<file path="src/cmpreg_pkg.sv">
// Package: register map, field layout and reset values of the comparator regs
package cmpreg_pkg;
  // ==========================================================================
  // Register byte offsets
  localparam logic [11:0] CMPREG_OFF_COMBINED_INTERRUPT_ENABLE_REG    = 12'h0300;
  localparam logic [11:0] CMPREG_OFF_INTERRUPT_ENABLE_SET_REG = 12'h0304;
  localparam logic [11:0] CMPREG_OFF_INTERRUPT_ENABLE_CLEAR_REG = 12'h0308;
  localparam logic [11:0] CMPREG_OFF_RESULT   = 12'h0400;
  localparam logic [11:0] CMPREG_OFF_ENABLE   = 12'h0500;
  localparam logic [11:0] CMPREG_OFF_PINSEL   = 12'h0504;
  localparam logic [11:0] CMPREG_OFF_REFERENCE_SOURCE_SELECT_REG   = 12'h0508;
  localparam logic [11:0] CMPREG_OFF_EVSTAT   = 12'h0600;
  localparam logic [11:0] CMPREG_OFF_EVMASK   = 12'h0604;
  // ==========================================================================
  // Field layout
  localparam int CMPREG_NEV       = 4;
  localparam int CMPREG_EV_READY  = 0;
  localparam int CMPREG_EV_DOWN   = 1;
  localparam int CMPREG_EV_UP     = 2;
  localparam int CMPREG_EV_CROSS  = 3;
  localparam int CMPREG_EN_W      = 2;
  localparam int CMPREG_SEL_W     = 3;
  localparam logic [1:0] CMPREG_EN_OFF = 2'h0;
  localparam logic [1:0] CMPREG_EN_ON  = 2'h2;
  // ==========================================================================
  // Reset values
  localparam logic [3:0]  CMPREG_RST_EV  = 4'h0;
  localparam logic [1:0]  CMPREG_RST_EN  = 2'h0;
  localparam logic [2:0]  CMPREG_RST_SEL = 3'h0;
  localparam logic [31:0] CMPREG_ZERO    = 32'h0000_0000;
endpackage

</file>
<file path="src/cmpreg_sticky.sv">
// Sticky event bit: set wins over write-one-to-clear
`timescale 1ns/100ps
module cmpreg_sticky (
  // Clock and reset
  input  wire logic pclk,
  input  wire logic presetn,
  // Control
  input  wire logic set_i,
  input  wire logic clr_i,
  // State
  output logic      flag_q
);
  always_ff @(posedge pclk or negedge presetn) begin
    if (!presetn) begin
      flag_q <= 1'b0;
    end else if (set_i) begin
      flag_q <= 1'b1;
    end else if (clr_i) begin
      flag_q <= 1'b0;
    end
  end
endmodule

</file>
<file path="src/cmpreg_top.sv">
// Comparator register slice: APB slave, interrupt enables, result, enable
//
// The implementer's own choice: the APB interface to the registers.
`timescale 1ns/100ps
// Notes on behaviour
// - Writing ones to the set register enables matching event interrupts.
// - Writing ones to the clear register disables matching event interrupts.
// - Outcome register captures comparator output when sample task fires.
// - Outcome bit is 0 when input below threshold, 1 when above.
// - Any-crossing fires on up or down crossing; up fires only upward.
// - Combined enable register reads and writes the same enable bits.
module cmpreg_top (
  // APB slave
  input  wire logic        pclk,
  input  wire logic        presetn,
  input  wire logic        psel,
  input  wire logic        penable,
  input  wire logic        pwrite,
  input  wire logic [11:0] paddr,
  input  wire logic [31:0] pwdata,
  output logic      [31:0] prdata,
  output logic             pready,
  output logic             pslverr,
  // Comparator core side
  input  wire logic        cmp_out,
  input  wire logic        cmp_ready,
  input  wire logic        sample_task,
  output logic             cmp_on,
  output logic      [2:0]  pin_sel,
  output logic      [2:0]  ref_sel,
  // Interrupt
  output logic             irq
);
  import cmpreg_pkg::*;

  // ==========================================================================
  // State
  typedef struct packed {
    logic [3:0]  combined_interrupt_enable_reg;
    logic [1:0]  enable;
    logic        result;
    logic [2:0]  pinsel;
    logic [2:0]  reference_source_select_reg;
    logic [3:0]  evmask;
    logic [31:0] rdata;
    logic        cmp_s1;
    logic        cmp_s2;
    logic        cmp_prev;
    logic        rdy_s1;
    logic        rdy_s2;
    logic        rdy_prev;
  } cmpreg_state_t;

  cmpreg_state_t st_q;
  cmpreg_state_t st_d;

  logic        wr_acc;
  logic        rd_acc;
  logic        addr_ok;
  logic        ev_up;
  logic        ev_down;
  logic        ev_ready;
  logic [3:0]  ev_set;
  logic [3:0]  ev_clr;
  logic [3:0]  ev_stat;
  logic [31:0] rd_mux;

  // ==========================================================================
  // Bus decode; the slave always answers in the access cycle
  assign wr_acc = psel && penable && pwrite;
  assign rd_acc = psel && !penable && !pwrite;
  assign pready = 1'b1;

  always_comb begin
    case (paddr)
      CMPREG_OFF_COMBINED_INTERRUPT_ENABLE_REG, CMPREG_OFF_INTERRUPT_ENABLE_SET_REG, CMPREG_OFF_INTERRUPT_ENABLE_CLEAR_REG,
      CMPREG_OFF_RESULT, CMPREG_OFF_ENABLE, CMPREG_OFF_PINSEL,
      CMPREG_OFF_REFERENCE_SOURCE_SELECT_REG, CMPREG_OFF_EVSTAT, CMPREG_OFF_EVMASK:
        addr_ok = 1'b1;
      default:
        addr_ok = 1'b0;
    endcase
  end
  assign pslverr = psel && penable && !addr_ok;

  // ==========================================================================
  // Event detection on synchronised comparator output
  // Both edge detectors compare the second stage with cmp_prev, never the first
  assign ev_up    = st_q.cmp_s2 && !st_q.cmp_prev && st_q.enable == CMPREG_EN_ON;
  assign ev_down  = !st_q.cmp_s2 && st_q.cmp_prev && st_q.enable == CMPREG_EN_ON;
  assign ev_ready = st_q.rdy_s2 && !st_q.rdy_prev;

  always_comb begin
    ev_set = CMPREG_RST_EV;
    ev_set[CMPREG_EV_READY] = ev_ready;
    ev_set[CMPREG_EV_DOWN]  = ev_down;
    ev_set[CMPREG_EV_UP]    = ev_up;
    ev_set[CMPREG_EV_CROSS] = ev_up || ev_down;
    ev_clr = (wr_acc && paddr == CMPREG_OFF_EVSTAT)
           ? pwdata[CMPREG_NEV-1:0] : CMPREG_RST_EV;
  end

  genvar gi;
  generate
    for (gi = 0; gi < CMPREG_NEV; gi++) begin : g_ev
      cmpreg_sticky u_sticky (
        .pclk    (pclk),
        .presetn (presetn),
        .set_i   (ev_set[gi]),
        .clr_i   (ev_clr[gi]),
        .flag_q  (ev_stat[gi])
      );
    end
  endgenerate

  // Interrupt needs both the event enable and the status mask bit
  assign irq = |(ev_stat & st_q.combined_interrupt_enable_reg & st_q.evmask);

  // ==========================================================================
  // Read mux
  always_comb begin
    rd_mux = CMPREG_ZERO;
    case (paddr)
      CMPREG_OFF_COMBINED_INTERRUPT_ENABLE_REG,
      CMPREG_OFF_INTERRUPT_ENABLE_SET_REG,
      CMPREG_OFF_INTERRUPT_ENABLE_CLEAR_REG: rd_mux[CMPREG_NEV-1:0] = st_q.combined_interrupt_enable_reg;
      CMPREG_OFF_RESULT:   rd_mux[0] = st_q.result;
      CMPREG_OFF_ENABLE:   rd_mux[CMPREG_EN_W-1:0] = st_q.enable;
      CMPREG_OFF_PINSEL:   rd_mux[CMPREG_SEL_W-1:0] = st_q.pinsel;
      CMPREG_OFF_REFERENCE_SOURCE_SELECT_REG:   rd_mux[CMPREG_SEL_W-1:0] = st_q.reference_source_select_reg;
      CMPREG_OFF_EVSTAT:   rd_mux[CMPREG_NEV-1:0] = ev_stat;
      CMPREG_OFF_EVMASK:   rd_mux[CMPREG_NEV-1:0] = st_q.evmask;
      default:             rd_mux = CMPREG_ZERO;
    endcase
  end

  // ==========================================================================
  // Next state
  always_comb begin
    st_d = st_q;
    st_d.cmp_s1   = cmp_out;
    st_d.cmp_s2   = st_q.cmp_s1;
    st_d.cmp_prev = st_q.cmp_s2;
    st_d.rdy_s1   = cmp_ready;
    st_d.rdy_s2   = st_q.rdy_s1;
    st_d.rdy_prev = st_q.rdy_s2;
    // Read data is fetched in setup so prdata is a flop in the access cycle
    if (rd_acc) begin
      st_d.rdata = rd_mux;
    end
    // Sample task comes from same-clock logic; takes the synchronised level
    if (sample_task) begin
      st_d.result = st_q.cmp_s2;
    end
    if (wr_acc) begin
      case (paddr)
        CMPREG_OFF_COMBINED_INTERRUPT_ENABLE_REG:
          st_d.combined_interrupt_enable_reg = pwdata[CMPREG_NEV-1:0];
        CMPREG_OFF_INTERRUPT_ENABLE_SET_REG:
          st_d.combined_interrupt_enable_reg = st_q.combined_interrupt_enable_reg | pwdata[CMPREG_NEV-1:0];
        CMPREG_OFF_INTERRUPT_ENABLE_CLEAR_REG:
          st_d.combined_interrupt_enable_reg = st_q.combined_interrupt_enable_reg & ~pwdata[CMPREG_NEV-1:0];
        CMPREG_OFF_ENABLE:
          st_d.enable = pwdata[CMPREG_EN_W-1:0];
        CMPREG_OFF_PINSEL:
          st_d.pinsel = pwdata[CMPREG_SEL_W-1:0];
        CMPREG_OFF_REFERENCE_SOURCE_SELECT_REG:
          st_d.reference_source_select_reg = pwdata[CMPREG_SEL_W-1:0];
        CMPREG_OFF_EVMASK:
          st_d.evmask = pwdata[CMPREG_NEV-1:0];
        default: ;
      endcase
    end
  end

  always_ff @(posedge pclk or negedge presetn) begin
    if (!presetn) begin
      st_q.combined_interrupt_enable_reg    <= CMPREG_RST_EV;
      st_q.enable   <= CMPREG_RST_EN;
      st_q.result   <= 1'b0;
      st_q.pinsel   <= CMPREG_RST_SEL;
      st_q.reference_source_select_reg   <= CMPREG_RST_SEL;
      st_q.evmask   <= CMPREG_RST_EV;
      st_q.rdata    <= CMPREG_ZERO;
      st_q.cmp_s1   <= 1'b0;
      st_q.cmp_s2   <= 1'b0;
      st_q.cmp_prev <= 1'b0;
      st_q.rdy_s1   <= 1'b0;
      st_q.rdy_s2   <= 1'b0;
      st_q.rdy_prev <= 1'b0;
    end else begin
      st_q <= st_d;
    end
  end

  assign prdata  = st_q.rdata;
  assign cmp_on  = (st_q.enable == CMPREG_EN_ON);
  assign pin_sel = st_q.pinsel;
  assign ref_sel = st_q.reference_source_select_reg;

  // ==========================================================================
  // Checks: interrupt enable set, clear and direct access

  a_combined_interrupt_enable_reg_set: assert property (
    @(posedge pclk) disable iff (!presetn)
    wr_acc && paddr == CMPREG_OFF_INTERRUPT_ENABLE_SET_REG |=>
      (st_q.combined_interrupt_enable_reg & $past(pwdata[CMPREG_NEV-1:0]))
        == $past(pwdata[CMPREG_NEV-1:0]))
    else $error("enable set write did not set bits");

  a_set_keeps: assert property (
    @(posedge pclk) disable iff (!presetn)
    wr_acc && paddr == CMPREG_OFF_INTERRUPT_ENABLE_SET_REG |=>
      ($past(st_q.combined_interrupt_enable_reg) & ~st_q.combined_interrupt_enable_reg) == CMPREG_RST_EV)
    else $error("enable set write cleared a bit");

  a_set_rd: assert property (
    @(posedge pclk) disable iff (!presetn)
    rd_acc && paddr == CMPREG_OFF_INTERRUPT_ENABLE_SET_REG |=>
      prdata[CMPREG_NEV-1:0] == $past(st_q.combined_interrupt_enable_reg))
    else $error("enable set readback mismatch");

  a_combined_interrupt_enable_reg_clr: assert property (
    @(posedge pclk) disable iff (!presetn)
    wr_acc && paddr == CMPREG_OFF_INTERRUPT_ENABLE_CLEAR_REG |=>
      (st_q.combined_interrupt_enable_reg & $past(pwdata[CMPREG_NEV-1:0])) == CMPREG_RST_EV)
    else $error("enable clear write did not clear bits");

  a_clr_keeps: assert property (
    @(posedge pclk) disable iff (!presetn)
    wr_acc && paddr == CMPREG_OFF_INTERRUPT_ENABLE_CLEAR_REG |=>
      (st_q.combined_interrupt_enable_reg & ~$past(st_q.combined_interrupt_enable_reg)) == CMPREG_RST_EV)
    else $error("enable clear write set a bit");

  a_clr_rd: assert property (
    @(posedge pclk) disable iff (!presetn)
    rd_acc && paddr == CMPREG_OFF_INTERRUPT_ENABLE_CLEAR_REG |=>
      prdata[CMPREG_NEV-1:0] == $past(st_q.combined_interrupt_enable_reg))
    else $error("enable clear readback mismatch");

  a_irq_clear: assert property (
    @(posedge pclk) disable iff (!presetn)
    wr_acc && paddr == CMPREG_OFF_INTERRUPT_ENABLE_CLEAR_REG
      && pwdata[CMPREG_NEV-1:0] == 4'hf |=> !irq)
    else $error("interrupt stays up with all enables cleared");

  a_combined_interrupt_enable_reg_dir: assert property (
    @(posedge pclk) disable iff (!presetn)
    wr_acc && paddr == CMPREG_OFF_COMBINED_INTERRUPT_ENABLE_REG |=>
      st_q.combined_interrupt_enable_reg == $past(pwdata[CMPREG_NEV-1:0]))
    else $error("combined enable write not taken");

  a_combined_interrupt_enable_reg_rd: assert property (
    @(posedge pclk) disable iff (!presetn)
    rd_acc && paddr == CMPREG_OFF_COMBINED_INTERRUPT_ENABLE_REG |=>
      prdata[CMPREG_NEV-1:0] == $past(st_q.combined_interrupt_enable_reg))
    else $error("combined enable readback mismatch");

  // ==========================================================================
  // Checks: compare outcome

  a_result_hold: assert property (
    @(posedge pclk) disable iff (!presetn)
    !sample_task |=> $stable(st_q.result))
    else $error("result changed without sample");

  a_result_rd: assert property (
    @(posedge pclk) disable iff (!presetn)
    rd_acc && paddr == CMPREG_OFF_RESULT |=>
      prdata == {31'h0000_0000, $past(st_q.result)})
    else $error("result readback mismatch");

  a_result_val: assert property (
    @(posedge pclk) disable iff (!presetn)
    sample_task |=> st_q.result == $past(st_q.cmp_s2))
    else $error("result does not follow comparator");

  // ==========================================================================
  // Checks: comparator enable

  a_cmp_on: assert property (
    @(posedge pclk) disable iff (!presetn)
    wr_acc && paddr == CMPREG_OFF_ENABLE
      && pwdata[CMPREG_EN_W-1:0] == CMPREG_EN_ON |=> cmp_on)
    else $error("comparator not on after enable");

  a_cmp_off: assert property (
    @(posedge pclk) disable iff (!presetn)
    wr_acc && paddr == CMPREG_OFF_ENABLE
      && pwdata[CMPREG_EN_W-1:0] == CMPREG_EN_OFF |=> !cmp_on)
    else $error("comparator still on after disable");

  a_enable_wr: assert property (
    @(posedge pclk) disable iff (!presetn)
    wr_acc && paddr == CMPREG_OFF_ENABLE |=>
      st_q.enable == $past(pwdata[CMPREG_EN_W-1:0]))
    else $error("enable field write not taken");

  // ==========================================================================
  // Checks: crossing and ready events

  a_cross_up: assert property (
    @(posedge pclk) disable iff (!presetn)
    ev_up |=> ev_stat[CMPREG_EV_CROSS] && ev_stat[CMPREG_EV_UP])
    else $error("up crossing missed cross event");

  a_cross_down: assert property (
    @(posedge pclk) disable iff (!presetn)
    ev_down |=> ev_stat[CMPREG_EV_CROSS] && ev_stat[CMPREG_EV_DOWN])
    else $error("down crossing missed cross event");

  a_up_only: assert property (
    @(posedge pclk) disable iff (!presetn)
    ev_down |-> !ev_up)
    else $error("up event raised on a downward crossing");

  a_ev_gated: assert property (
    @(posedge pclk) disable iff (!presetn)
    st_q.enable != CMPREG_EN_ON |-> !ev_up && !ev_down)
    else $error("crossing event while comparator off");

  a_ready_ev: assert property (
    @(posedge pclk) disable iff (!presetn)
    ev_ready |=> ev_stat[CMPREG_EV_READY])
    else $error("ready event not recorded");

  a_evstat_clr: assert property (
    @(posedge pclk) disable iff (!presetn)
    ev_clr != CMPREG_RST_EV |=>
      (ev_stat & $past(ev_clr) & ~$past(ev_set)) == CMPREG_RST_EV)
    else $error("event status not cleared by write");

  // ==========================================================================
  // Checks: bus behaviour and plain registers

  a_pready_on: assert property (
    @(posedge pclk) disable iff (!presetn)
    psel && penable |-> pready)
    else $error("slave did not answer in access phase");

  a_slverr_idle: assert property (
    @(posedge pclk) disable iff (!presetn)
    !psel |-> !pslverr)
    else $error("error response outside a transfer");

  a_slverr_map: assert property (
    @(posedge pclk) disable iff (!presetn)
    psel && penable && paddr == CMPREG_OFF_RESULT |-> !pslverr)
    else $error("error response on a mapped register");

  a_rd_unmapped: assert property (
    @(posedge pclk) disable iff (!presetn)
    rd_acc && !addr_ok |=> prdata == CMPREG_ZERO)
    else $error("unmapped read returned data");

  a_rdata_hold: assert property (
    @(posedge pclk) disable iff (!presetn)
    !rd_acc |=> $stable(prdata))
    else $error("read data moved without a read");

  a_acc_excl: assert property (
    @(posedge pclk) disable iff (!presetn)
    wr_acc |-> !rd_acc)
    else $error("read and write decoded together");

  a_pinsel_wr: assert property (
    @(posedge pclk) disable iff (!presetn)
    wr_acc && paddr == CMPREG_OFF_PINSEL |=>
      pin_sel == $past(pwdata[CMPREG_SEL_W-1:0]))
    else $error("pin select write not taken");

  a_reference_source_select_reg_wr: assert property (
    @(posedge pclk) disable iff (!presetn)
    wr_acc && paddr == CMPREG_OFF_REFERENCE_SOURCE_SELECT_REG |=>
      ref_sel == $past(pwdata[CMPREG_SEL_W-1:0]))
    else $error("reference select write not taken");
endmodule

</file>
<file path="config.mk">
export PLATFORM = sky130hd
export DESIGN_NAME = cmpreg_top
export DESIGN_NICKNAME = d
export VERILOG_FILES = /design/src/cmpreg_pkg.sv /design/src/cmpreg_sticky.sv /design/src/cmpreg_top.sv
export SDC_FILE = /design/constraint.sdc
export NUM_CORES = 1
export LEC_CHECK = 0
export ABC_AREA = 1
export BUFFER_PORTS_ARGS = -buffer_cell sky130_fd_sc_hd__buf_2
export CORE_ASPECT_RATIO = 0.7
export CORE_UTILIZATION = 35
export CTS_BUF_LIST = sky130_fd_sc_hd__clkbuf_4
export DETAILED_ROUTE_END_ITERATION = 6
export SYNTH_ARGS = -nofsm -noshare
export SYNTH_HDL_FRONTEND = slang
export SYNTH_SLANG_ARGS = --single-unit
export TNS_END_PERCENT = 50
</file>
<file path="constraint.sdc">
create_clock -name pclk -period 1.35 [get_ports pclk]
set_input_delay 0.27 -clock pclk [delete_from_list [all_inputs] [get_ports pclk]]
set_output_delay 0.27 -clock pclk [all_outputs]
set_load 0.03 [all_outputs]
</file>
## Word-level counts from Yosys, hierarchy flattened

Cells that the tools add are included.

| word-level totals | value |
|---|---|
| register bits after elaboration | 31 |

| operators by class | value |
|---|---|
| eq/ne operators | 10 |
| muxes and demuxes | 15 |
| bitwise gates (word level) | 5 |
| reductions and logical operators | 31 |

Operators by type and width:

| kind | count |
|---|---|
| $eq A12 B11 Y1 const B | 6 |
| $eq A12 B10 Y1 const B | 3 |
| $and A4 B4 Y4 | 3 |
| $pmux W4 S3 | 1 |
| $logic_and A1 B1 Y1 | 11 |
| $reduce_and A2 Y1 | 5 |
| $mux W1 | 9 |
| $reduce_or A9 Y1 | 1 |
| $reduce_bool A2 Y1 | 4 |
| $pmux W1 S7 | 1 |
| $logic_not A1 Y1 | 6 |
| $pmux W1 S6 | 1 |
| $pmux W1 S5 | 1 |
| $mux W4 | 1 |
| $not A4 Y4 | 1 |
| $or A4 B4 Y4 | 1 |
| $reduce_or A4 Y1 | 1 |
| $pmux W1 S3 | 1 |
| $reduce_bool A3 Y1 | 1 |
| $reduce_or A3 Y1 | 1 |
| $eq A2 B2 Y1 const B | 1 |
| $logic_or A1 B1 Y1 | 1 |

## Depth between registers and ports, before layout

Gate-level depths: netlist of run 1.

| depth | value |
|---|---|
| depth in word-level cells | 6 |
| mapped depth | 10 |
| depth with buffers taken out | 10 |

## By module

From an unflattened synthesis of run 1, not the netlist that was laid out.

| second synthesis, totals | value |
|---|---|
| cells, all modules | 268 |
| area, all modules | 1,971.9 µm² |

By module, submodules not included:

| module | times used | cells each | area an instance (µm²) | sequential area each (µm²) |
|---|---|---|---|---|
| cmpreg_top | 1 | 248 | 1,811.7 | 675.6 |
| cmpreg_sticky | 4 | 5 | 40.0 | 25.0 |

## Worst setup path after synthesis of run 1

Ideal clock, no wire load.

| timing | value |
|---|---|
| path kind | input to output |
| from | in paddr[7] |
| to | out pslverr |
| arrival time | 1,520 ps |
| data required time | 1,080 ps |
| path slack | -440 ps |
| stages | 7 |
| cell sequence | nor2_2 -> nand2_2 -> inv_1 -> nand3_2 -> nand3_2 -> nor2_1 -> nor3b_1 |

| on the way | value |
|---|---|
| cells in the longest elaborated chain, start to end | 5 |
| elaborated cells between the ends (all ways) | 13 |
| classes of those cells | eq/ne: 9; mux: 1; reduce/logical: 3 |

RTL lines:

| element | RTL line | text |
|---|---|---|
| from (decl) | cmpreg_top.sv:19 | `input wire logic [11:0] paddr,` |
| $eq A12 B11 Y1 or $eq A12 B10 Y1 (tied branches) | cmpreg_top.sv:75 | `case (paddr)` |
| $reduce_or A9 Y1 * | cmpreg_top.sv:75 |  |
| $mux W1 * | cmpreg_top.sv:75 |  |
| $logic_not A1 Y1 * | cmpreg_top.sv:84 | `assign pslverr = psel && penable && !addr_ok;` |
| $logic_and A1 B1 Y1 * | cmpreg_top.sv:84 |  |
| to (decl) | cmpreg_top.sv:23 | `output logic pslverr,` |

Every way passes the cells marked *; elsewhere a longest branch is shown, timed or not.

## Worst setup path in the final report of run 1

| timing | value |
|---|---|
| from | in paddr[2] |
| to | out pslverr |

The elaborated chain is that of the path after synthesis.

==> impl_metrics.json, run 1 <==
{
  "viasPerCell": 4.33,
  "violations": "setup timing",
  "endpoint_kind": "output port",
  "wl_per_cell_um": 11.3,
  "worstPathArrival_ps": 1230,
  "drv_cap": 0,
  "layout.nets": 365,
  "min_period_over_period_pct": 111,
  "drt.antenna.violating_nets": 0,
  "synth.avg_cell_area_um2": 7.75,
  "clk_latency_ps": 330,
  "grt_pass1_vias": 1479,
  "final_hold_viol_count": 0,
  "start_util_pct": 37.1,
  "area_growth_pct": 24.2,
  "criticalPathCategory": "primary input to output port",
  "dieArea_um2": 6000,
  "die_w_um": 92.1,
  "leakage_nw": 1.32,
  "holdCritPathClass": "primary input to flop",
  "final_layout_size_suffix_gt1_share_pct": 34.7,
  "synth.distinct_cells": 22,
  "p_sw_share_pct": 30.9,
  "clkSlewWorstSetupHoldPaths_ps": 90,
  "cts.path.max_buffers": 2,
  "internal_power_mw": 1.24,
  "fin_skew_ps": 3.90,
  "htreeDepth": 2,
  "hpwlAfterDp_um": 3360,
  "initialDrtViolationCount": 87,
  "timing.fmax_mhz": 669,
  "ys_top_cells_by_area": "dfrtp_1 (39%), buf_4 (15%), nand2_1 (12%)",
  "synth-seq-cells": 31,
  "power_density_nw_per_um2": 725,
  "clockRootBuffer": "clkbuf_4",
  "cp_common_cell": "nand2_2",
  "synth_top_area_share_pct": 39.0,
  "num_antenna_cells": 0,
  "crit_path_top_delay_cell": "nor3b_4",
  "rsz0062_at_grt": "yes",
  "cp-start-kind": "primary input",
  "ios": 94,
  "cp_max_fo": 4,
  "drc": 0,
  "cp_cell_sequence": "buf_8 > inv_4 > nor2_2 > nand2_2 > nor2_4 > nand2_2 > nand4_1 > nor3b_4 > buf_6",
  "report.final.slew_viol_count": 0,
  "outcome": "finished with violations",
  "ys_seq_area_share_pct": 39.0,
  "grt_antenna_before_repair": 0,
  "vias": 1672,
  "worst_ep_required_time_ps": 1080,
  "timing.hold.ws_ps": 41.8,
  "pwr-share-seq_pct": 52.8,
  "power_mw": 1.79,
  "pwr-share-clk_pct": 30.5,
  "setup_slack_ps": -146,
  "track_usage_pct": 15.3,
  "wirelength_um": 4350,
  "p_sw_uw": 554,
  "pwr-share-comb_pct": 16.7,
  "cp_slowest_stage_delay_ps": 250,
  "syn_inst": 257,
  "mostFrequentLayoutCell": "nand2_1",
  "critPathBufInv": 3,
  "detailedRoute.firstPassIterationCount": 4,
  "io_buffer_count": 36,
  "nFillCells": 553,
  "syn_area_um2": 1990,
  "dp_cells": 370,
  "fin_crit_ps": 1500,
  "core-area_um2": 5370,
  "grt_max_degree": 32,
  "grt_pass1_wl_um": 7020,
  "synth_warnings": 0,
  "cts_sinks": 31,
  "path_delay_family": "simple AND/OR/NAND/NOR gates",
  "place.gp.congestion": 0.790,
  "synth_top_area_cell": "dfrtp_1",
  "overflow": 0,
  "final_cell_mix": "nand2_1 (59), dfrtp_1 (31), conb_1 (29)",
  "cts_made_buffers": 5,
  "cts_tree": "yes",
  "final_cells": 386,
  "vdd_drop_max_mv": 0.332,
  "setup_viol_count_final": 3,
  "std_cell_rows": 22,
  "die_h_um": 65.1
}
synthesized netlist by cell type:
| cell type | number |
|---|---|
| nand2_1 | 63 |
| buf_4 | 39 |
| dfrtp_1 | 31 |
| inv_1 | 25 |
| nand3_1 | 25 |
| nor2_1 | 18 |
| o21ai_1 | 9 |
| nor2_4 | 7 |
| nand3_2 | 6 |
| o21a_1 | 6 |
| nand2_2 | 5 |
| nor3_1 | 5 |
| nor2_2 | 4 |
| o21ai_0 | 4 |
| conb_1 | 2 |
| nand4_1 | 2 |
| a21oi_1 | 1 |
| buf_6 | 1 |
| nand2_4 | 1 |
| nor3b_1 | 1 |
| o211ai_1 | 1 |
| o22ai_1 | 1 |
final timing paths:
path / slack [ps] / cells past startpoint / to / from
hold / removal: 40 / 1 / st_d[4]$_DFF_PN0_ / cmp_out
hold reg to reg: 360 / 0 / st_d[0]$_DFF_PN0_ / st_d[1]$_DFF_PN0_
setup reg to reg: 270 / 5 / g_ev[2].u_sticky.flag_q$_DFFE_PN0P_ / st_q[49]$_DFFE_PN0P_
min in group asynchronous: 470 / 3 / prdata[0]$_DFFE_PN0P_ / presetn
setup / recovery: -150 / 9 / pslverr / paddr[2]
max in group asynchronous: 590 / 3 / st_q[39]$_DFFE_PN0P_ / presetn
cell families (layout without fill, tap and decap cells):
group | after synthesis | in the layout | share of synthesized area [%]
buf+inv | 65 | 95 | 20.0
other cells | 2 | 29 | 0.377
simple gates | 137 | 137 | 34.2
flops | 31 | 31 | 39.0
compound gates | 22 | 22 | 6.47
per-layer routing:
metal / share of wire (%) / GRT usage [%] / up-vias
li1: - / - / 859
met1: 51 / 23.1 / 769
met2: 43 / 21.7 / 41
met3: 5.1 / 3.59 / 3
met4: 0.37 / 4.10 / 0
met5: 0 / 0 / -
sequential cells by signal (all words and copies together) (netlist names):
register              flops
st_q                     13
prdata                    4
pin_sel                   3
st_d                      4
ref_sel                   3
g_ev.u_sticky.flag_q      4
per-stage QoR:
stage | setup TNS, ps | utilization, % | cell area [µm²] | setup WS, ps
5_1_grt | -402 | 46.1 | 2470 | -229
6_report | -191 | 46.1 | 2470 | -146
3_3_place_gp | -2110 | 41.9 | 2250 | -226
2_1_floorplan | -19.8 | - | 2150 | -19.8
3_5_place_dp | -2510 | 41.9 | 2250 | -276
4_1_cts | -238 | 44.5 | 2390 | -170
power by group through the flow:
stage | Sequential, mW | Combinational (mW) | Clock, mW
4_1_cts | 0.948 | 0.287 | 0.576
2_1_floorplan | 0.964 | 0.237 | 0
6_report | 0.948 | 0.299 | 0.547
5_1_grt | 0.949 | 0.324 | 0.624
3_5_place_dp | 0.966 | 0.270 | 0
3_3_place_gp | 0.965 | 0.268 | 0
cell type report:
cell class	count	area, µm²	share of cell area, %
clock buffers	6	45.0	1.82
clock inverters	2	12.5	0.506
inverters	25	111	4.50
multi-input cells	188	1000	40.4
flip-flops and latches	31	776	31.4
well taps	72	90.1	3.64
repair buffers	62	438	17.7
what timing repair did:
| item | CTS | global route |
|---|---|---|
| resized for setup | 18 | 16 |
| hold buffers | 1 | 0 |
| endpoints found under the hold margin | 31 | 0 |
| setup endpoints to repair | 3 | 3 |
| setup buffers | 2 | 5 |
| pin swaps | 8 | 18 |
Note: power is estimated with default switching activity, not from simulation.
==> run 2, diff against run 1 <==
--- a/config.mk
+++ b/config.mk
@@ -9,7 +9,7 @@
 export BUFFER_PORTS_ARGS = -buffer_cell sky130_fd_sc_hd__buf_2
 export CORE_ASPECT_RATIO = 0.7
 export CORE_UTILIZATION = 35
-export CTS_BUF_LIST = sky130_fd_sc_hd__clkbuf_4
+export CTS_BUF_LIST = sky130_fd_sc_hd__clkbuf_16
 export DETAILED_ROUTE_END_ITERATION = 6
 export SYNTH_ARGS = -nofsm -noshare
 export SYNTH_HDL_FRONTEND = slang
==> run 2 against run 1 <==
  * The run still ends with setup timing left
  * Sequential share of layout area is 0.77 points lower
  * Wire length is 0.39% higher
  * Clock skew is 0.95 ps lower
  * Register-to-register slack better by 40 ps
  * Combinational power hardly changed
  * Critical path type unchanged
  * Largest cell class unchanged
  * Highest routed layer unchanged
==> impl_metrics.json, run 2 (synthesis gave the netlist of run 1 again) <==
{
  "outcome": "finished with violations",
  "violations": "setup timing",
  "cts.path.max_buffers": 2,
  "timing.fmax_mhz": 668,
  "r2r_start": "st_q[49]$_DFFE_PN0P_",
  "final_cell_mix": "nand2_1 (59), dfrtp_1 (31), conb_1 (29), buf_2 (29), buf_4 (27)",
  "die_w_um": 92.1,
  "power_density_nw_per_um2": 912,
  "vdd_drop_max_mv": 0.490,
  "leakage_nw": 1.36,
  "criticalPathCategory": "primary input to output port",
  "r2r_cells": 5,
  "setup_viol_count_final": 1,
  "cts_tree": "yes",
  "final_hold_viol_count": 0,
  "critPathBufInv": 3,
  "worstPathArrival_ps": 1230,
  "cp_slowest_stage_delay_ps": 250,
  "wirelength_um": 4370,
  "io_buffer_count": 36,
  "viasPerCell": 4.33,
  "globalRouteMet3Util_pct": 3.59,
  "r2r_end": "g_ev[2].u_sticky.flag_q$_DFFE_PN0P_",
  "layout.nets": 364,
  "num_antenna_cells": 0,
  "mostFrequentLayoutCell": "nand2_1",
  "htreeDepth": 2,
  "die_h_um": 65.1,
  "initialDrtViolationCount": 67,
  "largest_reg_flops": 13,
  "grt_pass1_wl_um": 7000,
  "use_met2_pct": 21.5,
  "postPlaceCellArea_um2": 2250,
  "track_usage_pct": 15.4,
  "grt_pass1_vias": 1459,
  "start_util_pct": 37.1,
  "cts_sinks": 31,
  "min_period_over_period_pct": 111,
  "r2r_slack_ps": 310,
  "drv_cap": 0,
  "endpoint_kind": "output port",
  "area_growth_pct": 27.3,
  "fin_crit_ps": 1500,
  "cp_max_fo": 4,
  "hpwlAfterDp_um": 3360,
  "nFillCells": 547,
  "std_cell_rows": 22,
  "report.final.slew_viol_count": 0,
  "overflow": 0,
  "cp_cell_sequence": "buf_8 > inv_4 > nor2_2 > nand2_2 > nor2_4 > nand2_2 > nand4_1 > nor3b_4 > buf_6",
  "place.gp.congestion": 0.790,
  "holdCritPathClass": "primary input to asynchronous set/reset pin",
  "power_mw": 2.31,
  "grt_antenna_before_repair": 0,
  "clk_latency_ps": 280,
  "detailedRoute.firstPassIterationCount": 4,
  "clkSlewWorstSetupHoldPaths_ps": 50,
  "final_area_um2": 2530,
  "cts_made_buffers": 5,
  "worstSetupStartpoint": "paddr[2]",
  "crit_path_top_delay_cell": "nor3b_4",
  "busiest_layer": "met1",
  "worst_ep_required_time_ps": 1080,
  "final_layout_size_suffix_gt1_share_pct": 34.8,
  "wl_per_cell_um": 11.4,
  "drc": 0,
  "grt_max_degree": 32,
  "timing.hold.ws_ps": 1.23,
  "drt.antenna.violating_nets": 0,
  "core-area_um2": 5370,
  "setup_slack_ps": -147,
  "dieArea_um2": 6000,
  "rsz0062_at_grt": "yes",
  "final_util_pct": 47.2,
  "clockRootBuffer": "clkbuf_16",
  "regMostFlops": "st_q",
  "ios": 94,
  "grtUsageMet1_pct": 23.0,
  "cp_common_cell": "nand2_2",
  "path_delay_family": "simple AND/OR/NAND/NOR gates",
  "vias": 1667,
  "cp-start-kind": "primary input",
  "fin_skew_ps": 2.94
}
[run 2: repair_timing]
item                                    in CTS  in global routing
setup buffers                                2                  5
resized for setup                           13                 18
endpoints found under the setup margin       1                  3
pin swaps                                    5                 16
hold buffers                                 0                  0
[run 2: power by group]
part	switching, mW	internal, mW	total (mW)
clock	0.393	0.671	1.06
combinational	0.221	0.0759	0.297
sequential	0.00694	0.944	0.951
[run 2: through the flow]
step	setup WS (ps)	TNS, ps	instances
after floorplan	-19.8	-19.8	284
after global placement	-226	-2110	370
after detailed placement	-276	-2510	370
after CTS	-170	-170	380
after global routing	-229	-311	385
final	-147	-147	385
[run 2: worst max-delay path by stage]
stage | endpoint | slack (ps) | cells past startpoint
2_1_floorplan | pslverr | -20 | 7
3_3_place_gp | pslverr | -230 | 9
3_5_place_dp | pslverr | -280 | 8
4_1_cts | pslverr | -170 | 9
5_1_grt | pslverr | -230 | 9
6_report | pslverr | -150 | 9
[run 2: area by class of cell]
cell class	instances	area, µm²	area share (%)
clock buffers	5	125	4.94
clock inverters	3	16.3	0.642
inverters	25	111	4.39
multi-input cells	188	1000	39.5
flip-flops and latches	31	776	30.6
well taps	72	90.1	3.55
repair buffers	61	415	16.4
[run 2: routing by layer]
layer / part of all wire [%] / routed length [µm] / vias up
met3: 3.6 / 157 / 5
li1: - / - / 855
met1: 52 / 2270 / 765
met5: 0 / 0 / -
met4: 0.98 / 43 / 0
met2: 43 / 1900 / 42
